`config.mk`:
```
export PLATFORM = sky130hd
export DESIGN_NAME = cicr_core_regs
export DESIGN_NICKNAME = d
export VERILOG_FILES = /design/src/shared/cicr_pkg.sv /design/src/hw/cicr_pin_sync.sv /design/src/hw/cicr_core_regs.sv
export SDC_FILE = /design/constraint.sdc
export NUM_CORES = 1
export LEC_CHECK = 0
export ABC_CLOCK_PERIOD_IN_PS = 2100
export BUFFER_PORTS_ARGS = -buffer_cell sky130_fd_sc_hd__buf_2
export CAP_MARGIN = 30
export CORE_MARGIN = 2
export CORE_UTILIZATION = 43
export DETAILED_ROUTE_END_ITERATION = 16
export MAX_ROUTING_LAYER = met4
export PLACE_DENSITY = 0.83
export SYNTH_ARGS = -nofsm -noshare
export SYNTH_HDL_FRONTEND = slang
export SYNTH_SLANG_ARGS = --single-unit
```
`constraint.sdc`:
```
create_clock -name clk -period 2.1 [get_ports clk]
set_input_delay 0 -clock clk [delete_from_list [all_inputs] [get_ports clk]]
set_output_delay 0 -clock clk [all_outputs]
set_load 0.05 [all_outputs]
```
`src/shared/cicr_pkg.sv`:
```
package cicr_pkg;

  // Register byte offsets within the block's window.
  localparam logic [7:0] CICR_OFS_MAIN = 8'h00;
  localparam logic [7:0] CICR_OFS_EDGE = 8'h04;
  localparam logic [7:0] CICR_OFS_MODE = 8'h08;
  localparam logic [7:0] CICR_OFS_STAT = 8'h0C;
  localparam int CICR_OFS_W = 8;

  // Main control register fields.
  localparam int CICR_GLOBAL_OR_HIGH_ENABLE = 7;
  localparam int CICR_PERIPHERAL_OR_LOW_ENABLE = 6;
  localparam int CICR_TIMER0_OVERFLOW_ENABLE = 5;
  localparam int CICR_EXT_PIN0_ENABLE = 4;
  localparam int CICR_PORT_CHANGE_ENABLE = 3;
  localparam int CICR_TIMER0_OVERFLOW_FLAG = 2;
  localparam int CICR_EXT_PIN0_FLAG = 1;
  localparam int CICR_PORT_CHANGE_FLAG = 0;

  // Edge and priority control register fields.
  localparam int CICR_PORT_PULLUP_DISABLE = 7;
  localparam int CICR_EXT_PIN0_EDGE_SELECT = 6;
  localparam int CICR_EXT_PIN1_EDGE_SELECT = 5;
  localparam int CICR_EXT_PIN2_EDGE_SELECT = 4;
  localparam int CICR_TIMER0_OVERFLOW_PRIORITY = 2;
  localparam int CICR_PORT_CHANGE_PRIORITY = 0;

  // Mode register and status register fields.
  localparam int CICR_PRIORITY_MODE_ENABLE = 7;
  localparam int CICR_STAT_REQ = 0;
  localparam int CICR_STAT_HIGH = 1;
  localparam int CICR_STAT_SERV_LSB = 4;
  localparam int CICR_STAT_VEC_LSB = 16;

  // Reset values and writable masks.
  localparam logic [7:0] CICR_MAIN_RST = 8'h00;
  localparam logic [7:0] CICR_EDGE_RST = 8'hF5;
  localparam logic [7:0] CICR_EDGE_MASK = 8'hF5;
  localparam logic CICR_MODE_RST = 1'b0;

  // Interrupt vectors.
  localparam logic [15:0] CICR_VEC_HIGH = 16'h0008;
  localparam logic [15:0] CICR_VEC_LOW = 16'h0018;

  // Pin counts.
  localparam int CICR_EXT_PINS = 3;
  localparam int CICR_PORT_PINS = 4;

  // Bus encodings.
  localparam logic [1:0] CICR_HTRANS_NONSEQ = 2'b10;
  localparam logic CICR_HRESP_OKAY = 1'b0;

  typedef enum logic [3:0] {
    CICR_SV_NONE = 4'b0001,
    CICR_SV_LOW = 4'b0010,
    CICR_SV_HIGH = 4'b0100,
    CICR_SV_BOTH = 4'b1000
  } cicr_serv_e;

  typedef struct packed {
    logic hsel;
    logic [31:0] haddr;
    logic [1:0] htrans;
    logic hwrite;
    logic [2:0] hsize;
    logic hready;
    logic [31:0] hwdata;
  } cicr_ahb_in_s;

  typedef struct packed {
    logic hreadyout;
    logic hresp;
    logic [31:0] hrdata;
  } cicr_ahb_out_s;

  typedef struct packed {
    logic req;
    logic high;
    logic [15:0] vector;
  } cicr_core_req_s;

  typedef struct packed {
    logic taken;
    logic ret;
  } cicr_core_ev_s;

  typedef struct packed {
    logic [7:0] main_ctl;
    logic [7:0] edge_ctl;
    logic prio_mode;
    cicr_serv_e serv;
    logic [CICR_PORT_PINS-1:0] port_latch;
    logic wr_pend;
    logic [CICR_OFS_W-1:0] wr_addr;
    logic [31:0] rdata;
  } cicr_state_s;

endpackage : cicr_pkg

```
`src/hw/cicr_pin_sync.sv`:
```
`timescale 1ns/10ps
`default_nettype none

module cicr_pin_sync #(
  parameter int WIDTH = 7
) (
  // Clock and reset
  input wire logic clk,
  input wire logic reset_n,
  // Raw pins
  input wire logic [WIDTH-1:0] pins,
  // Synchronised level and edges
  output logic [WIDTH-1:0] level,
  output logic [WIDTH-1:0] rise,
  output logic [WIDTH-1:0] fall
);

  typedef struct packed {
    logic [WIDTH-1:0] s1;
    logic [WIDTH-1:0] s2;
    logic [WIDTH-1:0] prev;
  } cicr_sync_s;

  cicr_sync_s st;
  cicr_sync_s next_st;

  // Only the second stage reads the first, so metastability stays contained.
  always_comb begin
    next_st = st;
    next_st.s1 = pins;
    next_st.s2 = st.s1;
    next_st.prev = st.s2;
  end

  always_ff @(posedge clk or negedge reset_n) begin
    if (!reset_n) begin
      st <= '0;
    end else begin
      st <= next_st;
    end
  end

  assign level = st.s2;
  assign rise = st.s2 & ~st.prev;
  assign fall = ~st.s2 & st.prev;

endmodule : cicr_pin_sync

`default_nettype wire

```
`src/hw/cicr_core_regs.sv`:
```
`timescale 1ns/10ps
`default_nettype none

// Contract
// - Both control registers readable and writable.
// - Flags set regardless of any enable.
// - Compat mode: bit 7 master enable.
// - Priority mode: bit 7 high global enable.
// - Compat mode: bit 6 gates peripheral sources.
// - Priority mode: bit 6 low global enable.
// - Timer overflow requests only when enabled.
// - External pin 0 requests only when enabled.
// - Port change requests only when enabled.
// - Timer flag set on overflow, software clears.
// - Pin 0 flag set on selected edge.
// - Port flag set on upper pin change.
// - Mismatch keeps setting port flag until read.
// - Port change priority bit picks level.
// - Mode bit switches to priority meanings.
// - High vector 0008h, low 0018h.
// - Taking interrupt clears admitting global enable.
// - Pin events flagged within few cycles.
module cicr_core_regs #(
  parameter int PORT_PINS = cicr_pkg::CICR_PORT_PINS
) (
  // Clock and reset
  input wire logic clk,
  input wire logic reset_n,
  // Register bus
  input wire cicr_pkg::cicr_ahb_in_s ahb_in,
  output var cicr_pkg::cicr_ahb_out_s ahb_out,
  // Event sources
  input wire logic timer0_overflow,
  input wire logic [cicr_pkg::CICR_EXT_PINS-1:0] ext_pin,
  input wire logic [PORT_PINS-1:0] upper_port_pins,
  input wire logic port_b_read,
  input wire logic periph_high_req,
  input wire logic periph_low_req,
  // Port control and edge events for other flag registers
  output logic port_pullup_disable,
  output logic ext_pin1_event,
  output logic ext_pin2_event,
  // Core
  input wire cicr_pkg::cicr_core_ev_s core_ev,
  output var cicr_pkg::cicr_core_req_s core_req
);
  import cicr_pkg::*;

  localparam int NPINS = CICR_EXT_PINS + PORT_PINS;

  cicr_state_s st;
  cicr_state_s next_st;
  logic [NPINS-1:0] pin_level;
  logic [NPINS-1:0] pin_rise;
  logic [NPINS-1:0] pin_fall;
  logic [CICR_EXT_PINS-1:0] edge_sel;
  logic [CICR_EXT_PINS-1:0] ext_event;
  logic port_mismatch;
  logic src_t0;
  logic src_i0;
  logic src_rb;
  logic req_compat;
  logic req_high;
  logic req_low;
  logic addr_phase;

  ////////////////////////////////////////////////////////////////////////////

  // Selects one register from a byte offset; shared by write and read decode.
  function automatic logic [3:0] reg_sel(input logic [CICR_OFS_W-1:0] ofs);
    reg_sel = {ofs == CICR_OFS_STAT, ofs == CICR_OFS_MODE,
               ofs == CICR_OFS_EDGE, ofs == CICR_OFS_MAIN};
  endfunction : reg_sel

  function automatic logic [31:0] read_word(input cicr_state_s s,
                                            input logic [CICR_OFS_W-1:0] ofs,
                                            input logic [15:0] vec,
                                            input logic rq,
                                            input logic hi);
    logic [3:0] sel;
    sel = reg_sel(ofs);
    read_word = '0;
    if (sel[0]) begin
      read_word[7:0] = s.main_ctl;
    end
    if (sel[1]) begin
      read_word[7:0] = s.edge_ctl & CICR_EDGE_MASK;
    end
    if (sel[2]) begin
      read_word[CICR_PRIORITY_MODE_ENABLE] = s.prio_mode;
    end
    if (sel[3]) begin
      read_word[CICR_STAT_REQ] = rq;
      read_word[CICR_STAT_HIGH] = hi;
      read_word[CICR_STAT_SERV_LSB +: 4] = s.serv;
      read_word[CICR_STAT_VEC_LSB +: 16] = vec;
    end
  endfunction : read_word

  ////////////////////////////////////////////////////////////////////////////

  // Pins are synchronised before any edge or mismatch logic looks at them.
  cicr_pin_sync #(
    .WIDTH(NPINS)
  ) u_pin_sync (
    .clk(clk),
    .reset_n(reset_n),
    .pins({upper_port_pins, ext_pin}),
    .level(pin_level),
    .rise(pin_rise),
    .fall(pin_fall)
  );

  assign edge_sel = {st.edge_ctl[CICR_EXT_PIN2_EDGE_SELECT],
                     st.edge_ctl[CICR_EXT_PIN1_EDGE_SELECT],
                     st.edge_ctl[CICR_EXT_PIN0_EDGE_SELECT]};

  for (genvar k = 0; k < CICR_EXT_PINS; k++) begin : g_edge
    assign ext_event[k] = edge_sel[k] ? pin_rise[k] : pin_fall[k];
  end

  // The latch only follows the pins when the port is read, so a lasting
  // difference keeps re-setting the flag.
  assign port_mismatch = pin_level[NPINS-1:CICR_EXT_PINS] != st.port_latch;

  assign ext_pin1_event = ext_event[1];
  assign ext_pin2_event = ext_event[2];
  assign port_pullup_disable = st.edge_ctl[CICR_PORT_PULLUP_DISABLE];

  ////////////////////////////////////////////////////////////////////////////

  assign src_t0 = st.main_ctl[CICR_TIMER0_OVERFLOW_FLAG]
                & st.main_ctl[CICR_TIMER0_OVERFLOW_ENABLE];
  assign src_i0 = st.main_ctl[CICR_EXT_PIN0_FLAG] & st.main_ctl[CICR_EXT_PIN0_ENABLE];
  assign src_rb = st.main_ctl[CICR_PORT_CHANGE_FLAG]
                & st.main_ctl[CICR_PORT_CHANGE_ENABLE];

  // Compatibility mode ignores every priority bit.
  assign req_compat = st.main_ctl[CICR_GLOBAL_OR_HIGH_ENABLE]
    & (src_t0 | src_i0 | src_rb
       | (st.main_ctl[CICR_PERIPHERAL_OR_LOW_ENABLE]
          & (periph_high_req | periph_low_req)));

  // External pin 0 has no priority bit and is always high.
  assign req_high = st.main_ctl[CICR_GLOBAL_OR_HIGH_ENABLE]
    & ((src_t0 & st.edge_ctl[CICR_TIMER0_OVERFLOW_PRIORITY]) | src_i0
       | (src_rb & st.edge_ctl[CICR_PORT_CHANGE_PRIORITY]) | periph_high_req)
    & (st.serv inside {CICR_SV_NONE, CICR_SV_LOW});

  // A clear high enable blocks the low level too; lows wait out any service.
  assign req_low = st.main_ctl[CICR_GLOBAL_OR_HIGH_ENABLE]
    & st.main_ctl[CICR_PERIPHERAL_OR_LOW_ENABLE]
    & ((src_t0 & ~st.edge_ctl[CICR_TIMER0_OVERFLOW_PRIORITY])
       | (src_rb & ~st.edge_ctl[CICR_PORT_CHANGE_PRIORITY]) | periph_low_req)
    & (st.serv == CICR_SV_NONE);

  always_comb begin
    core_req.req = st.prio_mode ? (req_high | req_low) : req_compat;
    core_req.high = st.prio_mode ? req_high : req_compat;
    core_req.vector = (st.prio_mode && !req_high) ? CICR_VEC_LOW : CICR_VEC_HIGH;
  end

  ////////////////////////////////////////////////////////////////////////////

  assign addr_phase = ahb_in.hsel && ahb_in.hready && (ahb_in.htrans == CICR_HTRANS_NONSEQ);

  always_comb begin
    logic [3:0] wsel;
    wsel = reg_sel(st.wr_addr);
    next_st = st;

    // Write data phase; unmapped and status offsets ignore writes.
    if (st.wr_pend) begin
      if (wsel[0]) begin
        next_st.main_ctl = ahb_in.hwdata[7:0];
      end
      if (wsel[1]) begin
        next_st.edge_ctl = ahb_in.hwdata[7:0] & CICR_EDGE_MASK;
      end
      if (wsel[2]) begin
        next_st.prio_mode = ahb_in.hwdata[CICR_PRIORITY_MODE_ENABLE];
      end
    end

    // Events are applied after the write so a same-cycle clear loses.
    if (timer0_overflow) begin
      next_st.main_ctl[CICR_TIMER0_OVERFLOW_FLAG] = 1'b1;
    end
    if (ext_event[0]) begin
      next_st.main_ctl[CICR_EXT_PIN0_FLAG] = 1'b1;
    end
    if (port_mismatch) begin
      next_st.main_ctl[CICR_PORT_CHANGE_FLAG] = 1'b1;
    end
    if (port_b_read) begin
      next_st.port_latch = pin_level[NPINS-1:CICR_EXT_PINS];
    end

    // Taking an interrupt drops the enable that admitted it.
    if (core_ev.taken && core_req.req) begin
      if (!st.prio_mode || req_high) begin
        next_st.main_ctl[CICR_GLOBAL_OR_HIGH_ENABLE] = 1'b0;
        next_st.serv = (st.serv == CICR_SV_LOW) ? CICR_SV_BOTH : CICR_SV_HIGH;
      end else begin
        next_st.main_ctl[CICR_PERIPHERAL_OR_LOW_ENABLE] = 1'b0;
        next_st.serv = CICR_SV_LOW;
      end
    end else if (core_ev.ret) begin
      unique case (st.serv)
        CICR_SV_BOTH: begin
          next_st.main_ctl[CICR_GLOBAL_OR_HIGH_ENABLE] = 1'b1;
          next_st.serv = CICR_SV_LOW;
        end
        CICR_SV_LOW: begin
          next_st.main_ctl[CICR_PERIPHERAL_OR_LOW_ENABLE] = 1'b1;
          next_st.serv = CICR_SV_NONE;
        end
        CICR_SV_HIGH, CICR_SV_NONE: begin
          next_st.main_ctl[CICR_GLOBAL_OR_HIGH_ENABLE] = 1'b1;
          next_st.serv = CICR_SV_NONE;
        end
      endcase
    end

    // Address phase. Read data are taken from the next state so that a write
    // still in its data phase is already visible to a read behind it.
    next_st.wr_pend = addr_phase && ahb_in.hwrite;
    if (addr_phase) begin
      next_st.wr_addr = ahb_in.haddr[CICR_OFS_W-1:0];
    end
    if (addr_phase && !ahb_in.hwrite) begin
      next_st.rdata = read_word(next_st, ahb_in.haddr[CICR_OFS_W-1:0], core_req.vector,
                                core_req.req, core_req.high);
    end
  end

  always_ff @(posedge clk or negedge reset_n) begin
    if (!reset_n) begin
      st.main_ctl <= CICR_MAIN_RST;
      st.edge_ctl <= CICR_EDGE_RST;
      st.prio_mode <= CICR_MODE_RST;
      st.serv <= CICR_SV_NONE;
      st.port_latch <= '0;
      st.wr_pend <= 1'b0;
      st.wr_addr <= '0;
      st.rdata <= '0;
    end else begin
      st <= next_st;
    end
  end

  // Zero-wait slave: always ready, always OKAY.
  always_comb begin
    ahb_out.hreadyout = 1'b1;
    ahb_out.hresp = CICR_HRESP_OKAY;
    ahb_out.hrdata = st.rdata;
  end

endmodule : cicr_core_regs

`default_nettype wire

```
==> results of run 1 <==
## cells by family after synthesis
| kind of cell | count (synthesis) | share of synthesized area, % |
|---|---|---|
| mux | 27 | 9.244 |
| compound gates | 48 | 13.11 |
| buf+inv | 68 | 15.13 |
| other cells | 2 | 0.2341 |
| flops | 59 | 46.30 |
| xor+xnor | 6 | 1.638 |
| simple gates | 78 | 14.35 |
## how the worst max path moves through the flow
| stage | endpoint | slack [ps] | cells past startpoint |
|---|---|---|---|
| finish | ahb_out[4]$_DFFE_PN0P_ | 50 | 7 |
| global route | ahb_out[4]$_DFFE_PN0P_ | -40 | 7 |
| CTS | ahb_out[4]$_DFFE_PN0P_ | 10 | 7 |
| detailed placement | st[64]$_DFF_PN0_ | -60 | 6 |
| global placement | st[64]$_DFF_PN0_ | -10 | 6 |
| floorplan | ahb_out[6]$_DFFE_PN0P_ | -190 | 7 |
## what timing repair did
action                                 4_1_cts  5_1_grt
setup endpoints to repair                    7        8
setup buffers                                1        3
pin swaps                                    1        7
endpoints found under the hold margin       51        0
hold buffers                                25        0
resized for setup                            3        8
## metrics by stage
stage	util, %	std cells	hold slack [ps]	setup WS [ps]	setup TNS [ps]
2_1_floorplan	-	325	-295.6	-191.6	-501.7
6_report	55.08	478	55.75	46.81	0
3_3_place_gp	47.46	433	24.28	-11.95	-11.95
5_1_grt	55.08	478	61.89	-41.61	-120.9
3_5_place_dp	47.46	433	32.24	-58.75	-97.34
4_1_cts	54.51	475	34.13	11.66	0
## power by group through the flow
stage	logic (W)	clock network [W]	registers, W
floorplan	0.000955	0	0.00138
global placement	0.00112	0	0.00143
detailed placement	0.00115	0	0.00144
CTS	0.00119	0.00128	0.00142
global route	0.00132	0.00134	0.00144
finish	0.00122	0.00126	0.00143
## flip-flops by register name (all words and copies together), names as in the netlist
signal / flops
st: 28
ahb_out: 10
u_pin_sync.level: 7
u_pin_sync.next_st: 7
edge_sel: 3
u_pin_sync.st: 3
port_pullup_disable: 1
## layer usage
metal	vias up	wire (um)	part of all wire [%]
met1	1160	2941	42
met5	-	0	0
met4	0	86	1.2
li1	1106	-	-
met3	8	294	4.2
met2	80	3650	52
## worst max-delay path, cell delays in order, from the launching register on
cell and delay, ps:
dfrtp_1 410, nor4b_1 370, and3b_2 270, buf_12 130, mux2_4 310, nand2_1 70
nand2_1 80, a221o_1 310
## synth_stat cells (2+ instances only)
library cell and n:
o211a_1 2, buf_4 51, a221o_1 2, a32o_1 2, mux2_2 21, o31ai_4 2, buf_6 3, nor2_1 13
mux2i_1 6, a21oi_1 3, dfrtp_1 52, nand4b_1 2, nor4b_1 2, conb_1 2, o211ai_1 4, inv_1 10
nand3_1 4, clkbuf_1 2, nand2b_1 3, o21ai_0 8, nor4_1 3, or2_2 2, nand3b_1 3, nor3_1 4
and3b_1 2, nand2_1 23, a21oi_2 2, a31oi_1 5, dfstp_2 7, xor2_1 6, a22oi_1 2, and2_1 3
## final cells by class
| class | instances | area (um^2) |
|---|---|---|
| Fill cell | 627 | 3258 |
| Sequential cell | 59 | 1488 |
| Multi-Input combinational cell | 198 | 1418 |
| Timing Repair Buffer | 96 | 686.9 |
| Clock buffer | 11 | 141.4 |
| Tap cell | 99 | 123.9 |
| Clock inverter | 5 | 100.1 |
| Inverter | 10 | 37.54 |
==> flow_summary.ini, run 1 <==
[yosys]
synth_edf_count = 0
ys_ff_latch = 59
synth_top_area_cell = dfrtp_1
yosys_warnings = 0
synthFlopType = dfrtp_1
synthArstFlopShare_pct = 100.0
synth_area_mm2 = 0.003208
syn_area_per_cell_um2 = 11.14
synth_area_leaders = dfrtp_1 (41%), buf_4 (12%), mux2_2 (7.4%), dfstp_2 (5.7%), nand2_1 (2.7%)
synth.distinct_cells = 64
yosys.area.top_type_share_pct = 40.56
synthCells = 288
ys_seq_area_share_pct = 46.29

[layout]
drive_above_1_share_pct = 38.26
mostFrequentLayoutCells = dfrtp_1 (50), buf_2 (50), conb_1 (39)
fin_area_mm2 = 0.003995
layout.nets = 461
area_growth_pct = 24.53
antennaDiodeCount = 0

[global_route]
grt_overflow_total = 0
grt_use_met1_pct = 22.40
antenna_found_initial = 0
grt_busiest_layer = met2
grt_usage_pct = 18.19
grt_max_degree = 36
grtUsageMet2_pct = 30.33
grt_pass1_vias = 2311
grt_pass1_wl_um = 11430
met3_usage_pct = 2.922

[floorplanning]
pin_count = 142
dieArea_mm2 = 0.008168
die_x_um = 90.38
start_util_pct = 44.23
die_y_um = 90.38
num_rows = 31
core-area_mm2 = 0.007253

[timing]
tightest_slew_ps = 579.4
min_period_over_period_pct = 97.77
final_max_slew_viol_count = 0
finClkSkew_ps = 12.64
fin_crit_ps = 2053
hold_viol_final = 0
max-slew-margin-rel_pct = 61.37
fmax_mhz = 487.0
finalSetupViolCount = 0
rsz0062_at_grt = true

[critical_path]
worst_r2r_path_depth = 7
cp.arrival_ps = 2270
r2r_start = st[39]$_DFFE_PN0P_
cp_max_fo = 7
r2r-end = ahb_out[4]$_DFFE_PN0P_
required_ps = 2320
worst_setup_path_end_kind = flop
critPathLaunchType = flop
crit_type = flop to flop
critPathLaunch = st[39]$_DFFE_PN0P_
r2r_slack_ps = 50

[detailed_routing]
drt_wl_total_um = 6971
num_vias = 2354
wire_per_inst_um = 14.58
avgViaCountPerCell = 4.925
drc_errors = 0
drt-initial-drc-count = 147
ant_nets = 0
dr.pass1.iters = 4

[cts]
cts_root_buf = clkbuf_8
cts_tree = yes
cts_made_buffers = 9
clk_latency_ps = 340
cts_buffer_depth = 2
clk_pin_slew_ps = 70
h-tree-depth = 3
clkSinkCount = 59

[placed_design]
portBuffers = 51
dp_hpwl_um = 5128
gp_congestion = 0.8396
place_area_mm2 = 0.003442

[min_path]
worstHoldPathCells = 3
holdPathEnd = st[47]$_DFF_PN0_
min-delay-start = core_ev[1]
holdCritPathClass = input pin to flop

[pwr]
p_sw_w = 0.001299
seqPwrFrac_pct = 36.5
swShare_pct = 33.26
p_total_w = 0.003906
vdd_ir_drop_max_uv = 730.3
cellLeakagePower_nw = 1.888
power_density_mw_per_mm2 = 977.7
p_comb_share_pct = 31.3
clock_power_share_pct = 32.2
p_int_w = 0.002607

[outcome]
status = finished clean

[flow_run]
maxCapViolations = 0
Power figures use the tool's default switching activity.
==> run 2, diff against run 1 <==
Settings changed: CORE_UTILIZATION 43 to 35, PLACE_DENSITY 0.83 to 0.71.
==> flow_summary.ini, run 2 (same netlist as run 1, synthesis figures left out) <==
[timing]
rsz0062_at_grt = true
finClkSkew_ps = 7.331
finalSetupViolCount = 0
max-slew-margin-rel_pct = 64.57
hold_viol_final = 0
fin_crit_ps = 2032
min_period_over_period_pct = 96.76
final_max_slew_viol_count = 0
final.setup.worst_slack_ps = 68.09
setup_tns_ps = 0
tightest_slew_ps = 531.4
fmax_mhz = 492.1

[layout]
area_growth_pct = 25.19
multiInputGateArea_mm2 = 0.001474
regMostFlops = st
utilization_pct = 45.61
drive_above_1_share_pct = 39.15
layout.nets = 461
fillers = 814
mostFrequentLayoutCells = buf_2 (50), dfrtp_1 (49), conb_1 (39)
largest_register_ffs = 28
regArea_mm2 = 0.001489
antennaDiodeCount = 0
layout_commonest_cell = buf_2

[critical_path]
critPathLaunch = st[45]$_DFF_PN1_
r2r-end = ahb_out[7]$_DFFE_PN0P_
cp.arrival_ps = 2230
r2r_slack_ps = 70
cp_cell_sequence = xor2_4, a21oi_4, o31ai_4, buf_4, a21oi_2, a2111oi_2, o221ai_1
critical_path.top_delay_family = compound AO/OA/AOI/OAI gates
cp_max_fo = 6
critPathLaunchType = flop
crit_buf_inv = 1
r2r_start = st[45]$_DFF_PN1_
required_ps = 2290
endpoint = ahb_out[7]$_DFFE_PN0P_
worst_r2r_path_depth = 7
crit_type = flop to flop
cp.depth = 7
max_stage_delay_ps = 620
cpMaxStageDelayCell = dfstp_2
worst_setup_path_end_kind = flop

[detailed_routing]
dr.pass1.iters = 4
ant_nets = 0
drc_errors = 0
num_vias = 2321
drt_wl_total_um = 6947
drt-initial-drc-count = 98
avgViaCountPerCell = 4.776
wire_per_inst_um = 14.29

[cts]
clk_latency_ps = 340
cts_buffer_depth = 2
cts_root_buf = clkbuf_8
clkSinkCount = 59
cts_made_buffers = 9
cts_tree = yes
h-tree-depth = 3
clk_pin_slew_ps = 60

[pwr]
clock_power_share_pct = 28.8
power_density_mw_per_mm2 = 950.2
vdd_ir_drop_max_uv = 490.1
seqPwrFrac_pct = 37.8
p_int_w = 0.002494
swShare_pct = 34.64
p_sw_w = 0.001322
p_comb_share_pct = 33.4
cellLeakagePower_nw = 1.868

[global_route]
antenna_found_initial = 0
grt_max_degree = 27
grt_pass1_wl_um = 11200
grt_usage_pct = 15.04
grt_overflow_total = 0
grt_pass1_vias = 2343

[min_path]
holdCritPathClass = input pin to flop

[floorplanning]
start_util_pct = 36.43
die_x_um = 99.74
pin_count = 142
dieArea_mm2 = 0.009948
die_y_um = 99.74
num_rows = 34
core-area_mm2 = 0.008806

[flow_run]
maxCapViolations = 0

[placed_design]
gp_congestion = 0.8430
dp_hpwl_um = 5161
dpl_worst_slack_ps = -27.88
portBuffers = 51

[outcome]
status = finished clean
## run 2: cell count changes in the layout (fill, tap and decap cells not counted), sizes merged
cell,delta
clkinv,-2
dlygate4sd3,-1
bufinv,-2
buf,+1
clkbuf,+3
## run 2: stage by stage
step / total power [W] / cell area [um^2] / hold WS [ps] / cells
3_3_place_gp: 0.002530 / 3426 / 16.68 / 440
3_5_place_dp: 0.002551 / 3426 / 14.99 / 440
6_report: 0.003816 / 4016 / 7.870 / 486
2_1_floorplan: 0.002337 / 3366 / -295.6 / 325
5_1_grt: 0.004024 / 4016 / 16.86 / 486
4_1_cts: 0.003700 / 3902 / 9.903 / 480
## run 2: worst reg2reg max path: cells and delay by family (launching register included)
kind | cells | cell delay, ps
buffers and inverters | 1 | 180
flip-flops | 1 | 620
AO/OA/AOI/OAI | 5 | 900
XOR/XNOR | 1 | 190
## run 2: area by class of cell
class                           count  share of cell area [%]
Clock buffer                       14                   4.548
Tap cell                          108                   3.364
Sequential cell                    59                   37.07
Clock inverter                      1                  0.7477
Multi-Input combinational cell    198                   36.70
Inverter                           10                  0.9346
Timing Repair Buffer               96                   16.64
## run 2: routing by layer
metal | GRT usage [%] | up-vias | share of wire [%]
met5 | - | - | 0
met4 | 5.163 | 0 | 1.3
met3 | 3.514 | 9 | 4.7
met2 | 25.36 | 78 | 53
met1 | 17.67 | 1138 | 41
li1 | - | 1096 | -
## run 2: power by group through the flow
stage               combinational (W)  clock, W  sequential (W)
floorplan                    0.000955         0         0.00138
global placement              0.00109         0         0.00144
detailed placement            0.00110         0         0.00145
CTS                           0.00114   0.00112         0.00143
global route                  0.00138   0.00118         0.00146
finish                        0.00127   0.00110         0.00144
## run 2: how the worst min path moves through the flow
stage | cells after the start | start | to | slack, ps
2_1_floorplan | 0 | reset_n | ahb_out[0]$_DFFE_PN0P_ | -300
3_3_place_gp | 1 | reset_n | st[32]$_DFFE_PN0P_ | 20
3_5_place_dp | 1 | reset_n | st[32]$_DFFE_PN0P_ | 10
4_1_cts | 3 | ahb_in[1] | st[59]$_DFF_PN0_ | 10
5_1_grt | 3 | ahb_in[1] | st[59]$_DFF_PN0_ | 20
6_report | 3 | ahb_in[1] | st[59]$_DFF_PN0_ | 8
## run 2: what timing repair did
action | 4_1_cts | 5_1_grt
endpoints found under the setup margin | 6 | 8
pin swaps | 1 | 8
resized for setup | 3 | 13
hold endpoints to repair | 52 | 0
hold buffers | 24 | 0
setup buffers | 1 | 6
